File: config.mk
export PLATFORM = sky130hd
export DESIGN_NAME = bcp_top
export DESIGN_NICKNAME = d
export VERILOG_FILES = /design/src/bcp_pkg.sv /design/src/bcp_clkgen.sv /design/src/bcp_top.sv
export SDC_FILE = /design/constraint.sdc
export NUM_CORES = 1
export LEC_CHECK = 0
export ABC_AREA = 1
export BUFFER_PORTS_ARGS = -buffer_cell sky130_fd_sc_hd__buf_2
export CORE_MARGIN = 10
export CORE_UTILIZATION = 36
export DETAILED_ROUTE_END_ITERATION = 8
export GPL_TIMING_DRIVEN = 0
export SYNTH_ARGS = -nofsm -noshare
export SYNTH_HDL_FRONTEND = slang
export SYNTH_SLANG_ARGS = --single-unit
File: constraint.sdc
create_clock -name clk_sys_i -period 82.6 [get_ports clk_sys_i]
set_input_delay 4.13 -clock clk_sys_i [delete_from_list [all_inputs] [get_ports clk_sys_i]]
set_output_delay 4.13 -clock clk_sys_i [all_outputs]
set_load 0.05 [all_outputs]
File: src/bcp_pkg.sv
// package: constants and carriers for the breathing clock and stimulus control block
package bcp_pkg;

  // ----------------------------------------------------------------
  // register offsets (plain port, byte-wide registers)
  // ----------------------------------------------------------------
  localparam logic [3:0] BCP_ADDR_CFG3   = 4'h3;
  localparam logic [3:0] BCP_ADDR_ELECTRODE_OFF_CTRL_REG   = 4'h4;
  localparam logic [3:0] BCP_ADDR_STIM   = 4'h5;
  localparam logic [3:0] BCP_ADDR_BREATH = 4'h6;
  localparam logic [3:0] BCP_ADDR_CFG4   = 4'h7;
  localparam logic [3:0] BCP_ADDR_GPIO   = 4'h8;
  localparam logic [3:0] BCP_ADDR_STAT   = 4'h9;

  // ----------------------------------------------------------------
  // field positions
  // ----------------------------------------------------------------
  localparam int BCP_CFG3_REF_INT_BIT  = 3;
  localparam int BCP_CFG3_BD_PD_BIT    = 2;
  localparam int BCP_CFG4_FREQ_LSB     = 5;
  localparam int BCP_CFG4_CT_BD_BIT    = 2;
  localparam int BCP_BREATH_PH_LSB     = 2;
  localparam int BCP_BREATH_MODE_LSB   = 0;
  localparam int BCP_STIM_SEL_LSB      = 1;
  localparam int BCP_STIM_PD_BIT       = 0;
  localparam int BCP_ELECTRODE_OFF_CTRL_REG_TH_LSB       = 5;

  // ----------------------------------------------------------------
  // reset values
  // ----------------------------------------------------------------
  localparam logic [7:0] BCP_CFG3_RST   = 8'h04;
  localparam logic [7:0] BCP_CFG4_RST   = 8'h00;
  localparam logic [7:0] BCP_BREATH_RST = 8'h00;
  localparam logic [7:0] BCP_STIM_RST   = 8'h01;
  localparam logic [7:0] BCP_ELECTRODE_OFF_CTRL_REG_RST   = 8'h00;
  localparam logic [7:0] BCP_GPIO_RST   = 8'h0F;

  localparam logic [1:0] BCP_MODE_NONE  = 2'h0;
  localparam logic [1:0] BCP_MODE_EXT   = 2'h1;

  // filter settling in output-data periods
  localparam int BCP_SETTLE_PERIODS = 3;

  // ----------------------------------------------------------------
  // carriers
  // ----------------------------------------------------------------
  typedef struct packed {
    logic [3:0] addr;
    logic [7:0] wdata;
    logic       wr;
    logic       rd;
  } bcp_bus_req_type;

  typedef struct packed {
    logic       stim_amp_on;
    logic [2:0] stim_odd_ch;
    logic [2:0] stim_even_ch;
    logic       body_drive_amp_on;
    logic       body_drive_ref_internal;
    logic       central_terminal_to_body_drive;
    logic [2:0] electrode_off_ctrl_reg_threshold;
    logic       bd_electrode_off_ctrl_reg_current_en;
  } bcp_analog_ctrl_type;

endpackage : bcp_pkg

File: src/bcp_clkgen.sv
// excitation clock generator: divided in-phase and out-of-phase clocks
`timescale 1ns/1ns
module bcp_clkgen #(
  parameter int DIV_W = 8
) (
  input  wire logic       clk_sys_i,    // system clock
  input  wire logic       rst_n_i,      // async reset, active low
  input  wire logic       run_i,        // generator enabled
  input  wire logic [2:0] freq_sel_i,   // frequency code
  input  wire logic [2:0] phase_sel_i,  // phase code
  output logic            clk_in_o,     // in-phase clock
  output logic            clk_out_o     // out-of-phase clock
);
  import bcp_pkg::*;

  // slowest code needs a half period of 256 cycles, one bit above the counter
  if (DIV_W < 8) begin : g_bad_div
    $error("bcp_clkgen: DIV_W too small");
  end

  typedef struct packed {
    logic [DIV_W-1:0] cnt;
    logic             ph_in;
    logic             ph_out;
  } bcp_gen_state_type;

  bcp_gen_state_type st_reg;
  bcp_gen_state_type st_next;
  logic [DIV_W:0]    half;
  logic [DIV_W-1:0]  last;
  logic [DIV_W-1:0]  shift;

  // half period = 2^(freq_sel+1) cycles; phase offset = (phase_sel mod 4) eighths of a period
  assign half  = (DIV_W+1)'(2) << freq_sel_i;
  assign last  = DIV_W'(half - (DIV_W+1)'(1));
  assign shift = DIV_W'(((32'(half) * 32'(phase_sel_i)) >> 2) % 32'(half));

  always_comb begin
    st_next = st_reg;
    if (!run_i) begin
      st_next = '0;
    end else begin
      if (st_reg.cnt >= last) begin
        st_next.cnt   = '0;
        st_next.ph_in = ~st_reg.ph_in;
      end else begin
        st_next.cnt = st_reg.cnt + DIV_W'(1);
      end
      // second clock turns at the shifted count, so phase 0 is an exact inverse
      if (st_next.cnt == shift) begin
        st_next.ph_out = ~st_next.ph_in;
      end
    end
  end

  always_ff @(posedge clk_sys_i or negedge rst_n_i) begin
    if (!rst_n_i) begin
      st_reg <= '0;
    end else begin
      st_reg <= st_next;
    end
  end

  assign clk_in_o  = st_reg.ph_in;
  assign clk_out_o = st_reg.ph_out;

endmodule // bcp_clkgen

File: src/bcp_top.sv
// breathing clock, stimulus path and body-drive control registers
// ----------------------------------------------------------------
// Summary of operation
// - mode 00 gives no excitation, 01 drives clocks on pins two to four
// - external mode forces pins two, three and four to outputs
// - pin two carries XOR of pins three and four
// - pin three in-phase clock, pin four out-of-phase clock
// - frequency select is 3-bit field in config_reg_four
// - phase select is 3-bit field in breathing_config_reg
// - stimulus path routes one odd and one even channel
// - channel selection comes from stim_pulse_ctrl_reg bits 4 to 1
// - stim_amp_powerdown keeps stimulus amplifiers off
// - stimulus outputs muxed with test signals on shared pins
// - detector input on gp_pin_one reported in general-purpose pin data
// - filter output takes three data periods to settle after step
// - body_drive_amp_powerdown keeps body-drive amplifier off
// - body_drive_ref_internal picks internal or external reference
// - central_terminal_to_body_drive routes buffered copy to body-drive path
// - electrode-off thresholds from electrode_off_ctrl_reg bits 7 to 5
// - powered body-drive amp disables its electrode-off current source
// ----------------------------------------------------------------
`timescale 1ns/1ns
module bcp_top #(
  parameter int DIV_W = 8
) (
  input  wire logic                      clk_sys_i,        // system clock, 25 MHz
  input  wire logic                      rst_n_i,          // async reset, active low
  input  wire logic [3:0]                reg_addr_i,       // register address
  input  wire logic [7:0]                reg_wdata_i,      // write data
  input  wire logic                      reg_wr_i,         // write strobe
  input  wire logic                      reg_rd_i,         // read strobe
  output logic [7:0]                     reg_rdata_o,      // read data, next cycle
  input  wire logic [3:0]                gp_pin_i,         // general pins, input level
  output logic [3:0]                     gp_pin_o,         // general pins, output level
  output logic [3:0]                     gp_pin_oe_o,      // general pins, output enable
  input  wire logic                      test_pos_sig_i,   // positive test signal
  input  wire logic                      test_neg_sig_i,   // negative test signal
  input  wire logic                      test_sig_en_i,    // test signals routed to pins
  input  wire logic [7:0]                stim_ch_i,        // per-channel stimulus amplifier outputs
  output logic                           test_pos_stim_out_o, // shared pin, positive
  output logic                           test_neg_stim_out_o, // shared pin, negative
  input  wire logic                      data_ready_i,     // one pulse per output data period
  input  wire logic                      input_step_i,     // pulse: input step seen
  output logic                           filter_settled_o, // filter output valid
  output bcp_pkg::bcp_analog_ctrl_type   analog_ctrl_o     // analog control bits
);
  import bcp_pkg::*;

  if (DIV_W < 8) begin : g_bad_div
    $error("bcp_top: DIV_W too small");
  end

  // ----------------------------------------------------------------
  // state
  // ----------------------------------------------------------------
  typedef struct packed {
    logic [7:0] cfg3;
    logic [7:0] cfg4;
    logic [7:0] breath;
    logic [7:0] stim;
    logic [7:0] electrode_off_ctrl_reg;
    logic [3:0] gpio_dir;   // 1 = input
    logic [3:0] gpio_out;
    logic [3:0] gp_s1;
    logic [3:0] gp_s2;
    logic [1:0] settle_cnt;
    logic [7:0] rdata;
    logic       pos_q;
    logic       neg_q;
  } bcp_state_type;

  bcp_state_type  st_reg;
  bcp_state_type  st_next;
  bcp_bus_req_type req;
  logic           ext_mode;
  logic           clk_in;
  logic           clk_out;
  logic [2:0]     odd_idx;
  logic [2:0]     even_idx;
  logic           stim_pos;
  logic           stim_neg;
  logic [7:0]     gpio_word;
  logic [7:0]     status_word;

  assign req = '{addr: reg_addr_i, wdata: reg_wdata_i, wr: reg_wr_i, rd: reg_rd_i};

  // ----------------------------------------------------------------
  // excitation clocks
  // ----------------------------------------------------------------
  // mode decode
  assign ext_mode = (st_reg.breath[BCP_BREATH_MODE_LSB +: 2] == BCP_MODE_EXT);

  bcp_clkgen #(
    .DIV_W (DIV_W)
  ) u_clkgen (
    .clk_sys_i   (clk_sys_i),
    .rst_n_i     (rst_n_i),
    .run_i       (ext_mode),
    .freq_sel_i  (st_reg.cfg4[BCP_CFG4_FREQ_LSB +: 3]),
    .phase_sel_i (st_reg.breath[BCP_BREATH_PH_LSB +: 3]),
    .clk_in_o    (clk_in),
    .clk_out_o   (clk_out)
  );

  // ----------------------------------------------------------------
  // stimulus path
  // ----------------------------------------------------------------
  // odd channels 1,3,5,7 and even channels 2,4,6,8 (one-based)
  assign odd_idx  = {st_reg.stim[BCP_STIM_SEL_LSB + 2 +: 2], 1'b0};
  assign even_idx = {st_reg.stim[BCP_STIM_SEL_LSB +: 2], 1'b1};

  // amplifier off forces a quiet output
  assign stim_pos = !st_reg.stim[BCP_STIM_PD_BIT] && stim_ch_i[odd_idx];
  assign stim_neg = !st_reg.stim[BCP_STIM_PD_BIT] && stim_ch_i[even_idx];

  // detector level on gp_pin_one goes into the pin data word
  assign gpio_word   = {st_reg.gp_s2, st_reg.gpio_dir};
  assign status_word = {5'h00, ext_mode, st_reg.settle_cnt == 2'(BCP_SETTLE_PERIODS), 1'b0};

  // ----------------------------------------------------------------
  // next state
  // ----------------------------------------------------------------
  always_comb begin
    st_next       = st_reg;
    st_next.gp_s1 = gp_pin_i;
    st_next.gp_s2 = st_reg.gp_s1;

    // shared pins: test signal when enabled, else stimulus output
    st_next.pos_q = test_sig_en_i ? test_pos_sig_i : stim_pos;
    st_next.neg_q = test_sig_en_i ? test_neg_sig_i : stim_neg;

    // settle counter over three data periods
    if (input_step_i) begin
      st_next.settle_cnt = '0;
    end else if (data_ready_i && st_reg.settle_cnt != 2'(BCP_SETTLE_PERIODS)) begin
      st_next.settle_cnt = st_reg.settle_cnt + 2'h1;
    end

    if (req.wr) begin
      unique case (req.addr)
        BCP_ADDR_CFG3:   st_next.cfg3   = req.wdata;
        BCP_ADDR_ELECTRODE_OFF_CTRL_REG:   st_next.electrode_off_ctrl_reg   = req.wdata;
        BCP_ADDR_STIM:   st_next.stim   = req.wdata;
        BCP_ADDR_BREATH: st_next.breath = req.wdata;
        BCP_ADDR_CFG4:   st_next.cfg4   = req.wdata;
        BCP_ADDR_GPIO: begin
          st_next.gpio_dir = req.wdata[3:0];
          st_next.gpio_out = req.wdata[7:4];
        end
        default: ;
      endcase
    end

    st_next.rdata = 8'h00;
    if (req.rd) begin
      unique case (req.addr)
        BCP_ADDR_CFG3:   st_next.rdata = st_reg.cfg3;
        BCP_ADDR_ELECTRODE_OFF_CTRL_REG:   st_next.rdata = st_reg.electrode_off_ctrl_reg;
        BCP_ADDR_STIM:   st_next.rdata = st_reg.stim;
        BCP_ADDR_BREATH: st_next.rdata = st_reg.breath;
        BCP_ADDR_CFG4:   st_next.rdata = st_reg.cfg4;
        BCP_ADDR_GPIO:   st_next.rdata = gpio_word;
        BCP_ADDR_STAT:   st_next.rdata = status_word;
        default:         st_next.rdata = 8'h00;
      endcase
    end
  end

  always_ff @(posedge clk_sys_i or negedge rst_n_i) begin
    if (!rst_n_i) begin
      st_reg          <= '0;
      st_reg.cfg3     <= BCP_CFG3_RST;
      st_reg.cfg4     <= BCP_CFG4_RST;
      st_reg.breath   <= BCP_BREATH_RST;
      st_reg.stim     <= BCP_STIM_RST;
      st_reg.electrode_off_ctrl_reg     <= BCP_ELECTRODE_OFF_CTRL_REG_RST;
      st_reg.gpio_dir <= BCP_GPIO_RST[3:0];
    end else begin
      st_reg <= st_next;
    end
  end

  // ----------------------------------------------------------------
  // outputs
  // ----------------------------------------------------------------
  assign reg_rdata_o         = st_reg.rdata;
  assign test_pos_stim_out_o = st_reg.pos_q;
  assign test_neg_stim_out_o = st_reg.neg_q;
  assign filter_settled_o    = (st_reg.settle_cnt == 2'(BCP_SETTLE_PERIODS));

  always_comb begin
    gp_pin_o    = st_reg.gpio_out;
    gp_pin_oe_o = ~st_reg.gpio_dir;
    if (ext_mode) begin
      // forced outputs regardless of direction bits
      gp_pin_oe_o[3:1] = 3'h7;
      // in-phase on three, out-of-phase on four
      gp_pin_o[2] = clk_in;
      gp_pin_o[3] = clk_out;
      gp_pin_o[1] = clk_in ^ clk_out;
    end
  end

  always_comb begin
    analog_ctrl_o.stim_amp_on  = !st_reg.stim[BCP_STIM_PD_BIT];
    analog_ctrl_o.stim_odd_ch  = odd_idx;
    analog_ctrl_o.stim_even_ch = even_idx;
    // body-drive power-down, bit active low as power-down
    analog_ctrl_o.body_drive_amp_on = st_reg.cfg3[BCP_CFG3_BD_PD_BIT];
    analog_ctrl_o.body_drive_ref_internal = st_reg.cfg3[BCP_CFG3_REF_INT_BIT];
    analog_ctrl_o.central_terminal_to_body_drive = st_reg.cfg4[BCP_CFG4_CT_BD_BIT];
    analog_ctrl_o.electrode_off_ctrl_reg_threshold = st_reg.electrode_off_ctrl_reg[BCP_ELECTRODE_OFF_CTRL_REG_TH_LSB +: 3];
    // current source only while amplifier is off
    analog_ctrl_o.bd_electrode_off_ctrl_reg_current_en = !st_reg.cfg3[BCP_CFG3_BD_PD_BIT];
  end

endmodule // bcp_top

; Word level (Yosys, flattened, before mapping)
; Index checks and enable logic that the tools add are counted.
[totals]
reg_bits = 78
latchBits = 0
ram_bits = 0
mem_bits_ro = 0
elab_cells = 71
memories = 0
[op_classes]
add_sub_neg = 3
mul = 1
div = 1
n_lt_le_gt_ge = 3
n_eq_ne = 12
shift = 1
muxes = 18
bitwise_logic = 4
n_reduce_logical = 12
[op_table]
columns = cell, n
row1 = 8-bit case mux with 7 select lines, 1
row2 = 10-bit by 9-bit remainder unit with 32-bit output, 1
row3 = 8-bit two-way mux, 3
row4 = "4-bit by 3-bit == test with 1-bit output, second input constant", 4
row5 = 9-bit by 3-bit multiplier with 12-bit output, 1
row6 = 2-bit AND reduction, 6
row7 = 10-bit two-way mux, 1
row8 = "2-bit by 3-bit left shift with 9-bit output, first input constant", 1
row9 = "8-bit by 1-bit adder with 8-bit output, second input constant", 1
row10 = "4-bit == test, second input constant", 2
row11 = 8-bit == test, 1
row12 = 8-bit >= comparator, 1
row13 = "3-bit by 4-bit less-than comparator with 1-bit output, second input constant", 2
row14 = "8-bit by 1-bit subtractor with 8-bit output, second input constant", 1
row15 = 1-bit two-way mux, 7
row16 = 3-bit two-way mux, 2
row17 = 1-bit binary-select mux with 2-bit select, 2
row18 = "4-bit by 2-bit == test with 1-bit output, second input constant", 1
row19 = 2-bit two-way mux, 2
row20 = "2-bit != test, second input constant", 2
row21 = 4-bit NOT, 1
row22 = 1-bit logical AND, 3
row23 = "2-bit by 1-bit adder with 2-bit output, second input constant", 1
row24 = "2-bit by 1-bit == test with 1-bit output, second input constant", 1
row25 = other kinds (5), 7

; Logic depth before layout (Yosys ltp)
[depth]
word_depth = 8
ltp_mapped = 445
mapped_depth_nobuf = 417

; Cells and area by module
; From an unflattened synthesis, not the netlist that was laid out.
[hier_totals]
hier_cells = 5106
area_unflattened_um2 = 31186.2
[by_module_without_submodules]
columns = mod, n_inst, cells_each, area_per_inst_um2
row1 = bcp_clkgen, 1, 4737, 27865.5
row2 = bcp_top, 1, 369, 3320.7

; Least setup slack after synthesis
; No wires, ideal clock.
[synth_timing]
kind = reg2reg
startpoint = register st_reg[59] in the netlist's numbering
endpoint = register u_clkgen.st_reg (netlist bit u_clkgen.clk_out_o)
setup_time_ps = 121
arrival_ps = 56422
required_time_ps = 82479
slack_ps = 26057
path_stages_with_launch = 419
n_path_buf = 32
path_cell_list = dfrtp_1 -> buf_6 -> nor2_4 -> inv_2 -> nor2_4 -> inv_1 -> ha_1 -> o21ai_1 -> nand2_1 -> nand2_1 -> nor2_1 -> ha_1 -> nand2_1 -> nand3_1 -> nand2_1 -> nand2_1 -> nand2_1 -> nor2_1 -> (+383 left out) -> a21oi_1 -> o21ai_0 -> a21oi_1 -> o21bai_1 -> nand2_1 -> a31oi_1 -> o21a_1 -> nand3_1 -> nand3_2 -> nor2_2 -> buf_4 -> nand4_1 -> nand3_1 -> nand2_1 -> nor2_1 -> nand2_1 -> nor3_1 -> nor2_1
[synth_via]
elab_chain_cells = 8
elab_cells_between_ends = 14
classes_between = add/sub: 1 / mul: 1 / div: 1 / order compare: 1 / eq/ne: 2 / shift: 1 / mux: 6 / bitwise: 1
[synth_lines]
columns = element, line_no
row1 = from (decl), bcp_top.sv:72  ; bcp_state_type st_reg;
row2 = from (signal assigned), bcp_top.sv:179  ; st_reg <= st_next;
row3 = 2-bit by 3-bit left shift with 9-bit output *, bcp_clkgen.sv:34  ; assign half = (DIV_W+1)'(2) << freq_sel_i;
row4 = "parallel branches: the longest is 7 deep, another holds 10-bit by 9-bit remainder unit with 32-bit output", -
row5 = to (signal assigned), bcp_clkgen.sv:60  ; st_reg <= st_next;
row6 = to (decl), bcp_clkgen.sv:27  ; bcp_gen_state_type st_reg;
; Every way passes the cells marked *. The select of a mux whose other input is x is not followed.
; A chain may end at the register's enable or synchronous reset.

; Worst setup path in the final report
; Same ends and word-level chain as after synthesis.

==> results.sh <==
export IMPL_outcome="complete, no violations"
export IMPL_netlist_instances=4786
export IMPL_yosys_warnings=0
export IMPL_maxCapViolations=0
export IMPL_cts_tree="yes"
export IMPL_cts_sinks=78
export IMPL_setup_violations=0
export IMPL_cts_max_level=3
export IMPL_grt_total_usage_pct=17.2
export IMPL_clkTransAtPathRegs_ns=0.06
export IMPL_crit_family="simple AND/OR/NAND/NOR gates"
export IMPL_routed_via_count=29700
export IMPL_dr_pass1_iters=6
export IMPL_cp_end_kind="flip-flop"
export IMPL_slowest_stage="a21oi_1"
export IMPL_core_sq_um=77600
export IMPL_die_x_um=300
export IMPL_vias_per_cell=5.01
export IMPL_dieArea_sq_um=90100
export IMPL_drc=0
export IMPL_ys_flop_type="dfrtp_1"
export IMPL_reg2regPathDepth=420
export IMPL_synthesis_area_sq_um=28200
export IMPL_fin_nets=5166
export IMPL_required_ns=82.83
export IMPL_grt_setup_unrepaired="false"
export IMPL_die_y_um=300
export IMPL_synth_edff_count=0
export IMPL_crit_type="reg -> reg"
export IMPL_ant_nets=0
export IMPL_synth_cell_type_count=81
export IMPL_fmax_mhz=14.8
export IMPL_postCtsResizedCells=0
export IMPL_n_fill_cell=8755
export IMPL_cp_depth=420
export IMPL_portBuffers=62
export IMPL_cts_setup_buffers=0
export IMPL_clock_latency_ns=0.35
export IMPL_cp_num_buf_inv=90
export IMPL_finalCritPeriodShare_pct=82.0
export IMPL_layout_common_cells="1261 x nand2_1, 695 x inv_1, 409 x nor2_1"
export IMPL_gp_congestion=0.898
export IMPL_ys_async_sr_fraction_pct=100
export IMPL_grt_pass1_wl_mm=134
export IMPL_grt_max_degree=62
export IMPL_hpwlAfterDp_mm=67.2
export IMPL_gr_total_overflow=0
export IMPL_drv_slew=0
export IMPL_fin_skew_ns=0.0106
export IMPL_crit_fanout=13
export IMPL_drt_total_wl_mm=80.4
export IMPL_yosysSeqAreaShare_pct=6.94
export IMPL_antenna_found_initial=0
export IMPL_tns_ns=0
export IMPL_floorplan_initialDensity_pct=36.4
export IMPL_num_antenna_cells=0
export IMPL_crit_arrival_ns=67.94
export IMPL_crit_top_cell="nand2_1"
export IMPL_min_path_cells=0
export IMPL_max_slew_margin_pct=24.2
export IMPL_num_io_pins=66
export IMPL_syn_avg_cell_area_sq_um=5.90
export IMPL_worst_slew_pin_slew_ns=1.13
export IMPL_root_buffer="clkbuf_16"
export IMPL_final_hold_viol_count=0
export IMPL_area_delta_synth_final_pct=7.43
export IMPL_drt_wirelength_per_cell_um=13.6
export IMPL_cp_slowest_stage_delay_ns=0.49
export IMPL_synth_area_leaders="nand2_1 17%, ha_1 11%, inv_1 9.3%"
export IMPL_min_period_ns=67.71
export IMPL_synth_top_area_share_pct=16.8
export IMPL_grt_pass1_vias=27700
export IMPL_first_iter_violations=1911
export IMPL_synth_largest_area_cell="nand2_1"
export IMPL_cts_hold_buf=0
export IMPL_min_path_type="reg -> reg"
export IMPL_ctsLongestPathBuffers=2
export IMPL_largest_reg_flops=35
export IMPL_cts_made_buffers=9
export IMPL_row_count=102
export IMPL_final_common_cell="nand2_1"
export IMPL_drive_above_1_share_pct=14.6
export IMPL_ys_ff_latch=78
export IMPL_start_kind="flip-flop"
## layout make-up
class / instances / area (sq um) / share of cell area (%)
multi-input combinational: 3849 / 22500 / 74.2
inverter: 792 / 3070 / 10.1
sequential: 78 / 1960 / 6.46
tap: 1040 / 1300 / 4.29
buffer: 89 / 792 / 2.61
timing repair buffer: 65 / 388 / 1.28
clock buffer: 10 / 229 / 0.755
clock inverter: 6 / 95.1 / 0.313
## logic make-up (layout without fill, tap and decap cells)
| family | after synthesis | in the layout | synth area share, % |
|---|---|---|---|
| AND/OR/NAND/NOR | 2764 | 2764 | 49.5 |
| buffers and inverters | 881 | 962 | 13.7 |
| AO/OA/AOI/OAI | 619 | 619 | 12.6 |
| adder cells (fa/ha/maj) | 249 | 249 | 11.2 |
| XOR/XNOR | 193 | 193 | 6.04 |
| flip-flops | 78 | 78 | 6.94 |
| other | 2 | 24 | 0.0266 |
## through the flow
| stage | hold slack [ns] | setup slack (ns) | area (sq um) | utilization [%] | cells |
|---|---|---|---|---|---|
| floorplan | 0.331 | 26.06 | 28300 | - | 4808 |
| global placement | 0.334 | 15.06 | 29900 | 38.6 | 5910 |
| detailed placement | 0.336 | 15.03 | 30000 | 38.7 | 5913 |
| CTS | 0.349 | 14.84 | 30300 | 39.1 | 5929 |
| global route | 0.358 | 7.02 | 30300 | 39.1 | 5929 |
| finish | 0.349 | 14.89 | 30300 | 39.1 | 5929 |
## per-layer routing
layer	global-route usage, %	wire length (um)	part of all wire [%]	vias to the layer above
met5	0	0	0	-
met4	2.56	1010	1.3	0
met3	0.776	2500	3.1	80
met2	29.9	37300	46	521
met1	23.7	39600	49	13400
li1	-	-	-	15700
## path summary, 6_finish.rpt
| path | slack [ns] | end | from |
|---|---|---|---|
| setup / recovery | 14.89 | u_clkgen.clk_out_o | st_reg[59] |
| hold / removal | 0.35 | gpio_word[7] | st_next[15] |
| setup reg to reg | 14.89 | u_clkgen.clk_out_o | st_reg[59] |
| hold reg to reg | 0.35 | gpio_word[7] | st_next[15] |
| max in group asynchronous | 78.32 | gpio_word[2] | rst_n_i |
| min in group asynchronous | 3.66 | analog_ctrl_o[12] | rst_n_i |
## worst reg2reg max path, delay by kind of cell, from the launching register on
kind	cells	cell delay (ns)
fa+ha+maj	30	9.95
buf+inv	90	12.53
simple gates	203	25.01
flops	1	0.40
compound gates	97	19.70
## cell usage after synthesis, drive strengths merged (8+ instances only)
library cell  instances
nand2              1425
inv                 763
nor2                527
nand3               503
o21ai               325
ha                  242
a21oi               184
nand4               174
xor2                120
xnor2                73
dfrtp                72
buf                  66
nor3                 56
nand3b               35
o21bai               28
or2                  27
clkinv               24
clkbuf               23
o21a                 11
a21o                 10
a221oi                9
and2                  9
o31ai                 9
o2111ai               8
o211ai                8
Power is left out: the tool's default activity adds up to more than one toggle a clock period on the data nets, which glitch-free logic cannot reach.
